## config.mk

```make
export PLATFORM = sky130hd
export DESIGN_NAME = tos_timer
export DESIGN_NICKNAME = d
export VERILOG_FILES = /design/src/logic/tos_pkg.sv /design/src/logic/tos_ext_sync.sv /design/src/logic/tos_timer.sv
export SDC_FILE = /design/constraint.sdc
export NUM_CORES = 1
export LEC_CHECK = 0
export BUFFER_PORTS_ARGS = -buffer_cell sky130_fd_sc_hd__buf_2
export CAP_MARGIN = 10
export CORE_ASPECT_RATIO = 0.6
export CORE_UTILIZATION = 46
export CTS_BUF_LIST = sky130_fd_sc_hd__clkbuf_4 sky130_fd_sc_hd__clkbuf_8
export DETAILED_ROUTE_END_ITERATION = 12
export GPL_ROUTABILITY_DRIVEN = 0
export GPL_TIMING_DRIVEN = 0
export PLACE_DENSITY_LB_ADDON = 0.2
export SYNTH_ARGS = -nofsm -noshare
export SYNTH_HDL_FRONTEND = slang
export SYNTH_SLANG_ARGS = --single-unit
```

## constraint.sdc

```tcl
create_clock -name clk -period 4 [get_ports clk]
set_input_delay 0.4 -clock clk [delete_from_list [all_inputs] [get_ports clk]]
set_output_delay 0.4 -clock clk [all_outputs]
set_load 0.005 [all_outputs]
```

## src/logic/tos_pkg.sv

```systemverilog
package tos_pkg;

  localparam int unsigned ADDR_W = 4;
  localparam int unsigned DATA_W = 32;

  // byte addresses of the word registers
  localparam logic [ADDR_W-1:0] CTRL_OFS   = 4'h0;
  localparam logic [ADDR_W-1:0] PERIOD_OFS = 4'h4;
  localparam logic [ADDR_W-1:0] PULSE_OFS  = 4'h8;
  localparam logic [ADDR_W-1:0] STATUS_OFS = 4'hc;

  // control word fields
  localparam int unsigned CTRL_RUN_BIT  = 0;
  localparam int unsigned CTRL_MODE_LSB = 8;
  localparam int unsigned MODE_W        = 5;

  // status word fields
  localparam int unsigned STAT_CNT_LSB  = 0;
  localparam int unsigned STAT_PWM_BIT  = 16;
  localparam int unsigned STAT_RUN_BIT  = 17;
  localparam int unsigned STAT_BUSY_BIT = 18;

  // byte lanes that carry the fields
  localparam int unsigned LANE_LO   = 0;
  localparam int unsigned LANE_MODE = 1;

  localparam logic [MODE_W-1:0] MODE_EOS_RISE  = 5'h09;
  localparam logic [MODE_W-1:0] MODE_EOS_FALL  = 5'h0a;
  localparam logic [MODE_W-1:0] MODE_EOS_BOTH  = 5'h0b;
  localparam logic [MODE_W-1:0] MODE_HLE_RISE  = 5'h0c;
  localparam logic [MODE_W-1:0] MODE_HLE_FALL  = 5'h0d;
  localparam logic [MODE_W-1:0] MODE_LRE_LOW   = 5'h0e;
  localparam logic [MODE_W-1:0] MODE_LRE_HIGH  = 5'h0f;
  localparam logic [MODE_W-1:0] MODE_MONO_RISE = 5'h11;
  localparam logic [MODE_W-1:0] MODE_MONO_FALL = 5'h12;
  localparam logic [MODE_W-1:0] MODE_MONO_BOTH = 5'h13;
  localparam logic [MODE_W-1:0] MODE_LHL_LOW   = 5'h16;
  localparam logic [MODE_W-1:0] MODE_LHL_HIGH  = 5'h17;

  localparam logic [MODE_W-1:0] MODE_RST_VAL = 5'h00;

  // timer clocks from a hardware-limit reset edge to counting again
  localparam int unsigned HOLD_CLKS = 2;

  typedef enum logic [2:0] {
    TOS_KIND_NONE = 3'h0,
    TOS_KIND_EOS  = 3'h1,
    TOS_KIND_HLE  = 3'h2,
    TOS_KIND_LRE  = 3'h3,
    TOS_KIND_MONO = 3'h4,
    TOS_KIND_LHL  = 3'h5
  } tos_kind_type;

  typedef enum logic [3:0] {
    TOS_ST_WAIT = 4'h1,
    TOS_ST_RUN  = 4'h2,
    TOS_ST_HOLD = 4'h4,
    TOS_ST_DONE = 4'h8
  } tos_state_type;

endpackage : tos_pkg

```

## src/logic/tos_ext_sync.sv

```systemverilog
`timescale 1ns/1ps
module tos_ext_sync
  import tos_pkg::*;
(
  input  wire logic clk,
  input  wire logic rst_b,
  input  wire logic async_in,
  output logic      level,
  output logic      rise,
  output logic      fall
);

  typedef struct packed {
    logic meta;
    logic sync;
    logic prev;
  } tos_sync_type;

  tos_sync_type s_q;
  tos_sync_type s_d;

  // first stage feeds only the second one
  always_comb begin
    s_d      = s_q;
    s_d.meta = async_in;
    s_d.sync = s_q.meta;
    s_d.prev = s_q.sync;
  end

  always_ff @(posedge clk or negedge rst_b) begin
    if (!rst_b) begin
      s_q <= '0;
    end else begin
      s_q <= s_d;
    end
  end

  assign level = s_q.sync;
  assign rise  = s_q.sync & ~s_q.prev;
  assign fall  = ~s_q.sync & s_q.prev;

endmodule : tos_ext_sync

```

## src/logic/tos_timer.sv

```systemverilog
`timescale 1ns/1ps
// Overview of operation
// - in edge one-shot modes the timer waits, after run is set, for the chosen edge (rising 01001, falling 01010, either 01011).
// - in edge one-shot modes a period match clears run and stops the timer.
// - in edge one-shot modes, after software clears run, counting resumes only when run is set again and a new edge arrives.
// - in edge one-shot modes the start edge raises pwm drive, the pulse-width match drops it, and it stays low at the period halt.
// - in hardware-limit edge modes the first edge after run is set starts counting and each later edge resets the count (rising 01100, falling 01101).
// - in hardware-limit edge modes the count runs again by itself two clocks after each reset edge.
// - in hardware-limit edge modes a period match resets the count and clears run, and edges are ignored while run is clear.
// - in hardware-limit edge modes the start edge and each reset edge raise pwm drive, which drops at the pulse-width match.
// - in level-reset edge-start modes the count is held at zero at the reset level and starts on the move to the active level while run is set (low 01110, high 01111).
// - in level-reset edge-start modes a period match resets the count and clears run, and any clearing of run demands a fresh edge after run is set.
// - in level-reset edge-start modes drive rises on the start edge, drops at the pulse-width match and does not rise at the period clear.
// - in monostable modes the timer starts on the chosen edge after run is set and stops incrementing at the period match (10001, 10010, 10011).
// - in monostable modes only the start edge raises drive, the period match does not, and extra edges while counting leave drive alone.
// - in level hardware-limit modes the timer is held reset at the reset level and starts when run is set and the level is inactive, whichever comes last (low 10110, high 10111).
// - in level hardware-limit modes a period match resets the count and clears run, and the timer stays reset until both start conditions hold again.
// - in level hardware-limit modes drive rises on whichever event starts the timer, the level change or the setting of run.
module tos_timer
  import tos_pkg::*;
#(
  parameter int unsigned CNT_W = 8
) (
  input  wire logic              clk,
  input  wire logic              rst_b,
  input  wire logic [ADDR_W-1:0] avs_address,
  input  wire logic              avs_read,
  input  wire logic              avs_write,
  input  wire logic [DATA_W-1:0] avs_writedata,
  input  wire logic [3:0]        avs_byteenable,
  output logic      [DATA_W-1:0] avs_readdata,
  output logic                   avs_waitrequest,
  input  wire logic              external_trigger_signal,
  output logic      [CNT_W-1:0]  timer_count,
  output logic                   pwm_drive,
  output logic                   timer_match_output
);

  if (CNT_W < 2 || CNT_W > 16) begin : g_chk
    $error("tos_timer: CNT_W must be 2 to 16");
  end

  localparam logic [1:0] HOLD_LAST = 2'(HOLD_CLKS - 1);

  typedef struct packed {
    logic                run;
    logic [MODE_W-1:0]   mode;
    logic [CNT_W-1:0]    period_value;
    logic [CNT_W-1:0]    pulse_width_value;
    logic [CNT_W-1:0]    count;
    logic                pwm;
    logic                match;
    logic [1:0]          hold;
    tos_state_type       st;
    logic                ack;
    logic [DATA_W-1:0]   rdata;
  } tos_regs_type;

  tos_regs_type r_q;
  tos_regs_type r_d;

  logic ext_level;
  logic ext_rise;
  logic ext_fall;

  tos_ext_sync u_sync (
    .clk      (clk),
    .rst_b    (rst_b),
    .async_in (external_trigger_signal),
    .level    (ext_level),
    .rise     (ext_rise),
    .fall     (ext_fall)
  );

  function automatic tos_kind_type mode_kind(input logic [MODE_W-1:0] m);
    case (m)
      MODE_EOS_RISE, MODE_EOS_FALL, MODE_EOS_BOTH:    mode_kind = TOS_KIND_EOS;
      MODE_HLE_RISE, MODE_HLE_FALL:                   mode_kind = TOS_KIND_HLE;
      MODE_LRE_LOW, MODE_LRE_HIGH:                    mode_kind = TOS_KIND_LRE;
      MODE_MONO_RISE, MODE_MONO_FALL, MODE_MONO_BOTH: mode_kind = TOS_KIND_MONO;
      MODE_LHL_LOW, MODE_LHL_HIGH:                    mode_kind = TOS_KIND_LHL;
      default:                                        mode_kind = TOS_KIND_NONE;
    endcase
  endfunction : mode_kind

  // edge that starts or resets the timer in the current mode
  function automatic logic mode_edge(input logic [MODE_W-1:0] m,
                                     input logic rs,
                                     input logic fl);
    case (m)
      MODE_EOS_RISE, MODE_HLE_RISE, MODE_MONO_RISE: mode_edge = rs;
      MODE_EOS_FALL, MODE_HLE_FALL, MODE_MONO_FALL: mode_edge = fl;
      MODE_EOS_BOTH, MODE_MONO_BOTH:                mode_edge = rs | fl;
      MODE_LRE_LOW, MODE_LHL_LOW:                   mode_edge = rs;
      MODE_LRE_HIGH, MODE_LHL_HIGH:                 mode_edge = fl;
      default:                                      mode_edge = 1'b0;
    endcase
  endfunction : mode_edge

  // level modes: is the trigger at its reset level
  function automatic logic at_reset(input logic [MODE_W-1:0] m,
                                    input logic lv);
    case (m)
      MODE_LRE_LOW, MODE_LHL_LOW:   at_reset = ~lv;
      MODE_LRE_HIGH, MODE_LHL_HIGH: at_reset = lv;
      default:                      at_reset = 1'b0;
    endcase
  endfunction : at_reset

  tos_kind_type kind;
  logic         edge_hit;
  logic         rst_lvl;
  logic         wr_go;
  logic         rd_go;
  logic         ctrl_wr;
  logic         new_run;
  logic [MODE_W-1:0] new_mode;
  logic         per_hit;
  logic         pw_hit;

  always_comb begin
    kind     = mode_kind(r_q.mode);
    edge_hit = mode_edge(r_q.mode, ext_rise, ext_fall);
    rst_lvl  = at_reset(r_q.mode, ext_level);
    wr_go    = avs_write & r_q.ack;
    rd_go    = avs_read & ~avs_write & ~r_q.ack;
    ctrl_wr  = wr_go & (avs_address == CTRL_OFS);
    new_run  = r_q.run;
    new_mode = r_q.mode;
    if (ctrl_wr && avs_byteenable[LANE_LO]) begin
      new_run = avs_writedata[CTRL_RUN_BIT];
    end
    if (ctrl_wr && avs_byteenable[LANE_MODE]) begin
      new_mode = avs_writedata[CTRL_MODE_LSB +: MODE_W];
    end
    per_hit = (r_q.count == r_q.period_value);
    pw_hit  = (r_q.count == r_q.pulse_width_value);
  end

  always_comb begin
    r_d       = r_q;
    r_d.match = 1'b0;
    r_d.ack   = (avs_read | avs_write) & ~r_q.ack;

    // timer engine, acting on the values held before this bus cycle
    if (kind == TOS_KIND_NONE) begin
      r_d.count = '0;
      r_d.pwm   = 1'b0;
      r_d.st    = TOS_ST_WAIT;
    end else if (!r_q.run) begin
      // edges ignored while stopped; one-shot and monostable keep count
      r_d.st = TOS_ST_WAIT;
      if (kind != TOS_KIND_EOS && kind != TOS_KIND_MONO) begin
        r_d.count = '0;
      end
    end else begin
      case (r_q.st)
        TOS_ST_WAIT: begin
          if (kind == TOS_KIND_LHL) begin
            r_d.count = '0;
            if (!rst_lvl) begin
              r_d.st  = TOS_ST_RUN;
              r_d.pwm = 1'b1;
            end
          end else if (kind == TOS_KIND_LRE && rst_lvl) begin
            r_d.count = '0;
          end else if (edge_hit) begin
            r_d.st  = TOS_ST_RUN;
            r_d.pwm = 1'b1;
            if (kind != TOS_KIND_EOS) begin
              r_d.count = '0;
            end
          end
        end
        TOS_ST_RUN: begin
          if (pw_hit) begin
            r_d.pwm = 1'b0;
          end
          if ((kind == TOS_KIND_LRE || kind == TOS_KIND_LHL) && rst_lvl) begin
            // held at zero; drive kept until the count reaches the width
            r_d.count = '0;
            r_d.st    = TOS_ST_WAIT;
          end else if (kind == TOS_KIND_HLE && edge_hit) begin
            r_d.count = '0;
            r_d.hold  = '0;
            r_d.pwm   = 1'b1;
            r_d.st    = TOS_ST_HOLD;
          end else if (per_hit) begin
            r_d.match = 1'b1;
            if (kind == TOS_KIND_MONO) begin
              r_d.st = TOS_ST_DONE;
            end else begin
              r_d.count = '0;
              r_d.run   = 1'b0;
              r_d.pwm   = 1'b0;
              r_d.st    = TOS_ST_WAIT;
            end
          end else begin
            r_d.count = r_q.count + 1'b1;
          end
        end
        TOS_ST_HOLD: begin
          r_d.count = '0;
          if (edge_hit) begin
            r_d.hold = '0;
            r_d.pwm  = 1'b1;
          end else if (r_q.hold == HOLD_LAST) begin
            // first step lands on the second clock after the reset edge
            r_d.st    = TOS_ST_RUN;
            r_d.count = r_q.count + 1'b1;
          end else begin
            r_d.hold = r_q.hold + 1'b1;
          end
        end
        TOS_ST_DONE: begin
          if (edge_hit) begin
            // fresh edge after the halt starts another pulse
            r_d.count = '0;
            r_d.pwm   = 1'b1;
            r_d.st    = TOS_ST_RUN;
          end
        end
        default: begin
          r_d.st = TOS_ST_WAIT;
        end
      endcase
    end

    // software write lands last so a write in the match cycle is kept
    if (ctrl_wr) begin
      r_d.run = new_run;
      if (new_mode != r_q.mode) begin
        r_d.mode  = new_mode;
        r_d.count = '0;
        r_d.pwm   = 1'b0;
        r_d.st    = TOS_ST_WAIT;
      end
    end
    if (wr_go && avs_address == PERIOD_OFS && avs_byteenable[LANE_LO]) begin
      r_d.period_value = avs_writedata[CNT_W-1:0];
    end
    if (wr_go && avs_address == PULSE_OFS && avs_byteenable[LANE_LO]) begin
      r_d.pulse_width_value = avs_writedata[CNT_W-1:0];
    end

    if (rd_go) begin
      r_d.rdata = '0;
      case (avs_address)
        CTRL_OFS: begin
          r_d.rdata[CTRL_RUN_BIT]                 = r_q.run;
          r_d.rdata[CTRL_MODE_LSB +: MODE_W]      = r_q.mode;
        end
        PERIOD_OFS: r_d.rdata[CNT_W-1:0] = r_q.period_value;
        PULSE_OFS:  r_d.rdata[CNT_W-1:0] = r_q.pulse_width_value;
        STATUS_OFS: begin
          r_d.rdata[STAT_CNT_LSB +: CNT_W] = r_q.count;
          r_d.rdata[STAT_PWM_BIT]          = r_q.pwm;
          r_d.rdata[STAT_RUN_BIT]          = r_q.run;
          r_d.rdata[STAT_BUSY_BIT]         = (r_q.st != TOS_ST_WAIT);
        end
        default: r_d.rdata = '0;
      endcase
    end
  end

  always_ff @(posedge clk or negedge rst_b) begin
    if (!rst_b) begin
      r_q                   <= '0;
      r_q.mode              <= MODE_RST_VAL;
      r_q.period_value      <= '1;
      r_q.pulse_width_value <= '0;
      r_q.st                <= TOS_ST_WAIT;
    end else begin
      r_q <= r_d;
    end
  end

  // one wait cycle per access, answered from the registered word
  assign avs_waitrequest    = (avs_read | avs_write) & ~r_q.ack;
  assign avs_readdata       = r_q.rdata;
  assign timer_count        = r_q.count;
  assign pwm_drive          = r_q.pwm;
  assign timer_match_output = r_q.match;

endmodule : tos_timer

```

* Yosys cells after proc, flatten, opt, wreduce, memory -nomap -nowiden
Memories as Yosys holds them, arrays and structs flattened.
Index checks and enable logic that the tools add are counted.
** Operators by class
- $add $sub $neg :: 2
- Eq/ne operators :: 35
- Multiplexer cells :: 89
- Bitwise operators :: 14
- Reductions and logical operators :: 22
** Operators with widths (number)
- 2-to-1 mux 9 bit :: 23
- 2-to-1 mux 4 bit :: 19
- 2-to-1 mux 8 bit :: 8
- one-hot mux 9 bit (4 select lines) :: 1
- == test 5 x 4 -> 1 bit (second input constant) :: 7
- == test 5 bit (second input constant) :: 5
- one-hot mux 7 bit (3 select lines) :: 1
- 2-to-1 mux 2 bit :: 9
- 2-to-1 mux 1 bit :: 17
- == test 8 bit :: 2
- one-hot mux 4 bit (4 select lines) :: 1
- 2-to-1 mux 5 bit :: 3
- == test 4 bit (second input constant) :: 3
- logical AND 1 bit :: 10
- OR reduction 5 bit :: 2
- adder 8 x 1 -> 8 bit (second input constant) :: 1
- == test 4 x 3 -> 1 bit (second input constant) :: 2
- inequality test 4 bit (second input constant) :: 2
- AND 1 bit :: 7
- == test 3 x 2 -> 1 bit (second input constant) :: 2
- == test 3 bit (second input constant) :: 2
- 2-to-1 mux 3 bit :: 2
- 2-to-1 mux 6 bit :: 1
- inequality test 3 bit (second input constant) :: 2
- other kinds (22) :: 30
** Storage, ports and cells
- Flip-flop bits (word level) :: 58
- ROM bits :: 96
- Bits of input ports :: 45
- Logic and storage cells :: 177
- Memories :: 1
** Memories
- (no name shown) :: depth 32, bits a word 3, rd ports 1, clocked after Yosys merged registers in 0, wr ports 0, RTL line tos_timer.sv:76 : case (m)

* Logic depth before layout (Yosys ltp)
- Depth after elaboration :: 32
- Depth in mapped cells :: 8

* Hierarchy
From an unflattened synthesis, not the netlist that was laid out.
** Second synthesis, totals
- Cell total of the unflattened synthesis :: 358
- Area, all modules :: 3634.7 um^2
** Modules (own cells, without submodules)
- tos_timer :: instances 1, cells an instance 353, area each 3544.6 um^2
- tos_ext_sync :: instances 1, cells an instance 5, area each 90.1 um^2

* Least setup slack after synthesis
Ideal clock, no wire load.
- Path kind :: register -> register
- Start :: register u_sync.s_q (netlist bit u_sync.level)
- End :: register r_q[37] in the netlist's numbering
- Data arrival time :: 2.141 ns
- Setup slack :: 1.795 ns
- Stages on the path, launching flop included :: 9
- Buffers on the path :: 0
- Cells stage by stage :: dfrtp_1 inv_1 ha_1 and3_2 or4_4 a2111oi_4 o211ai_2 nor4_1 a21o_1
** On the way
- Word-level cells in the longest chain between the ends :: 7
- Elaborated cells on any way between the ends :: 14
** RTL lines
- from (decl) :: RTL line tos_ext_sync.sv:19 : tos_sync_type s_q;
- from (signal assigned) :: RTL line tos_ext_sync.sv:32 : s_q <= '0;
- from (signal assigned) :: RTL line tos_ext_sync.sv:34 : s_q <= s_d;
- inverter 1 bit :: RTL line tos_ext_sync.sv:40, tos_timer.sv:104
- AND 1 bit :: RTL line tos_ext_sync.sv:40 : assign fall = ~s_q.sync & s_q.prev;
- bitwise OR 1 bit :: RTL line tos_timer.sv:93 : MODE_EOS_BOTH, MODE_MONO_BOTH: mode_edge = rs | fl;
- one-hot mux 1 bit (3 select lines) :: RTL line tos_timer.sv:90 : case (m)
- logical AND 1 bit :: RTL line tos_timer.sv:183 : end else if (kind == TOS_KIND_HLE && edge_hit) begin
- inequality test 4 bit (no line)
- AND reduction 6 bit (no line)
- to (signal assigned) :: RTL line tos_timer.sv:274 : r_q <= r_d;
- to (decl) :: RTL line tos_timer.sv:59 : tos_regs_type r_q;
Several ways; a longest one is shown, not always the timed one.
A chain may end at the register's enable or synchronous reset.

==> flow_summary.yaml <==
cts:
  cts_made_buffers: 9
  cts_setup_buffers: 0
  holdBufCountCts: 0
  ctsResizeCount: 0
  cts_root_buf: "clkbuf_8"
  cts_tree: "built"
  worstSkewPairLatency_ps: 340
  cts_htree_levels: 3
  clk_path_buf_depth: 2
  cts_sinks: 58
  clk_pin_slew_ps: 70
detailed_routing:
  first_pass_iters: 5
  ant_nets: 0
  wirelength_um: 10000
  drc: 0
  drt_iter0_markers: 297
  via_per_inst: 5.67
  via_count: 3293
  wl_per_cell_um: 17.2
worst_setup_path:
  startpoint_type: "register"
  cp_data_arrival_time_ps: 3060
  crit_top_cell: "clkbuf_1"
  cp-end-kind: "register"
  worstPathCellList: "clkbuf_1 > xnor2_1 > nand4_1 > nor2_1 > clkbuf_1 > nand3_1 > a31o_1 > a311oi_1"
  path_buf_inv: 2
  max_stage_delay_ps: 470
  cp_top_family: "buffers and inverters"
  crit_fanout: 10
  cp.required_ps: 4220
  cp_slowest_cell: "clkbuf_1"
  path_class: "register to register"
timing:
  finalClockSkew_ps: 5.08
  fin_crit_ps: 2840
  clock.fmax_mhz: 352
  rsz0062_at_grt: "no"
  hold_viol: 0
  drv_slew: 0
  timing.final.setup_violations: 0
  period_share_pct: 71.1
  fin_hold_ws_ps: 38.1
  finalSetupTns_ps: 0
  setup_ws_ps: 1160
  relSlewSlack_pct: 46.1
  worst_slew_pin_slew_ps: 798
outcome:
  status: "complete, no violations"
layout:
  layout_common_cells: "52 x buf_2, 49 x dfrtp_1, 41 x buf_4"
  finish.instance_area_um2: 4580
  post_layout_nonfiller_instances: 581
  area_growth_pct: 16.6
  fin_nets: 517
  layout_commonest_cell: "buf_2"
  antenna-diode-count: 0
  fin_util_pct: 56.7
  drive_above_1_share_pct: 37.4
placement:
  placed_area_um2: 4390
  dp_cells: 565
  hpwl_um: 7650
  io_buffer_count: 50
  place_ws_ps: 1330
floorplan:
  dieArea_um2: 8920
  core_region_area_um2: 8070
  die_h_um: 73.6
  io_pins: 88
  die_w_um: 121
  rows: 25
  start_util_pct: 48.6
logic_synthesis:
  post-synth-top-area-fraction_pct: 31.2
  synth_edf_count: 0
  ys_seq_area_share_pct: 37.3
  yosys_warnings: 0
  async_reset_ff_share_pct: 100
  yosys.area.top_type: "dfrtp_1"
  synth.cell_area_um2: 3930
  synth_area_leaders: "dfrtp_1 31%, mux2_2 8.0%, buf_4 7.8%"
  synth_seq_cells: 58
  synth_cell_types: 79
  synth_area_per_cell_um2: 10.0
  synth_cells: 391
  synth_ff_type: "dfrtp_1"
global_routing:
  grt_start_max_net_pins: 37
  first_global_vias: 2957
  grt_pass1_wl_um: 15800
  antenna_found_initial: 0
  grt_usage_pct: 23.7
  grt-ovfl-total: 0
pwr:
  power.total_mw: 1.52
  peakVddDrop_v: 0.000280
  leakagePower_nw: 2.09
  powerDensity_nw_per_um2: 332
run:
  maxCapViolations: 0
worst_hold_path:
  hold_class: "primary input to asynchronous set/reset pin"
area by class of cell:
class,instances,area (µm²)
Fill cell,738,3490
Multi-Input combinational cell,280,2060
Sequential cell,58,1460
Buffer,63,444
Timing Repair Buffer,51,270
Tap cell,108,135
Clock buffer,10,131
Clock inverter,6,57.6
Inverter,5,18.8
cell usage after synthesis, drive strengths merged, types with 2 or more instances:
| cell | number |
|---|---|
| a211oi | 3 |
| a21oi | 14 |
| a22o | 10 |
| a22oi | 8 |
| a311oi | 5 |
| a31o | 2 |
| a31oi | 5 |
| and2 | 2 |
| and3 | 6 |
| buf | 49 |
| clkbuf | 14 |
| dfrtp | 49 |
| dfstp | 9 |
| ha | 4 |
| inv | 5 |
| mux2 | 29 |
| nand2 | 25 |
| nand2b | 5 |
| nand3 | 8 |
| nand3b | 3 |
| nand4 | 6 |
| nand4b | 2 |
| nor2 | 18 |
| nor2b | 2 |
| nor3 | 9 |
| nor4 | 3 |
| nor4b | 4 |
| o211ai | 4 |
| o21ai | 15 |
| o21bai | 3 |
| o2bb2ai | 2 |
| o311ai | 4 |
| o31ai | 2 |
| o41ai | 2 |
| or2 | 4 |
| or3 | 5 |
| or4b | 2 |
| xnor2 | 21 |
| xor2 | 5 |
worst paths after layout:
path / startpoint / slack [ps] / end / cells after the start
worst min register to register: u_sync.s_d[1]$_DFF_PN0_ / 350 / u_sync.level$_DFF_PN0_ / 0
worst max-delay path: timer_count[0]$_DFF_PN0_ / 1160 / timer_count[7]$_DFF_PN0_ / 8
worst min-delay path: rst_b / 40 / r_q[69]$_DFFE_PN0P_ / 1
worst max register to register: timer_count[0]$_DFF_PN0_ / 1160 / timer_count[7]$_DFF_PN0_ / 8
min in group clk: external_trigger_signal / 160 / u_sync.s_d[1]$_DFF_PN0_ / 1
max in group asynchronous: rst_b / 3310 / r_q[62]$_DFFE_PN1P_ / 2
cell families after synthesis:
kind of cell / Yosys count / share of synthesized area [%]
other: 1 / 0.0955
buffers and inverters: 68 / 11.8
and+or+nand+nor: 110 / 16.3
muxes: 31 / 9.15
DFF: 58 / 37.3
xor gates and xnor gates: 26 / 5.80
adders and majority gates: 4 / 1.28
AOI/OAI and AO/OA: 93 / 18.3
power by group:
| part | leakage [nW] | total, mW | switching [mW] | internal, mW |
|---|---|---|---|---|
| Sequential | 0.761 | 0.669 | 0.0356 | 0.634 |
| Combinational | 1.23 | 0.325 | 0.190 | 0.135 |
| Clock | 0.0992 | 0.526 | 0.236 | 0.290 |
| Total | 2.09 | 1.52 | 0.461 | 1.06 |
sequential cells by signal (all words and copies together) (netlist names):
register	cells
timer_count	8
r_q	29
u_sync.level	1
u_sync.s_q	1
timer_match_output	1
pwm_drive	1
avs_readdata	16
u_sync.s_d	1
layer usage:
metal	up-vias	GRT usage, %	part of all wire (%)
met2	155	32.1	39
met4	0	5.08	0.83
met5	-	0	0
met3	11	5.67	9.0
met1	1590	37.2	51
li1	1537	-	-
No activity file was read; power rests on OpenSTA's default activity.
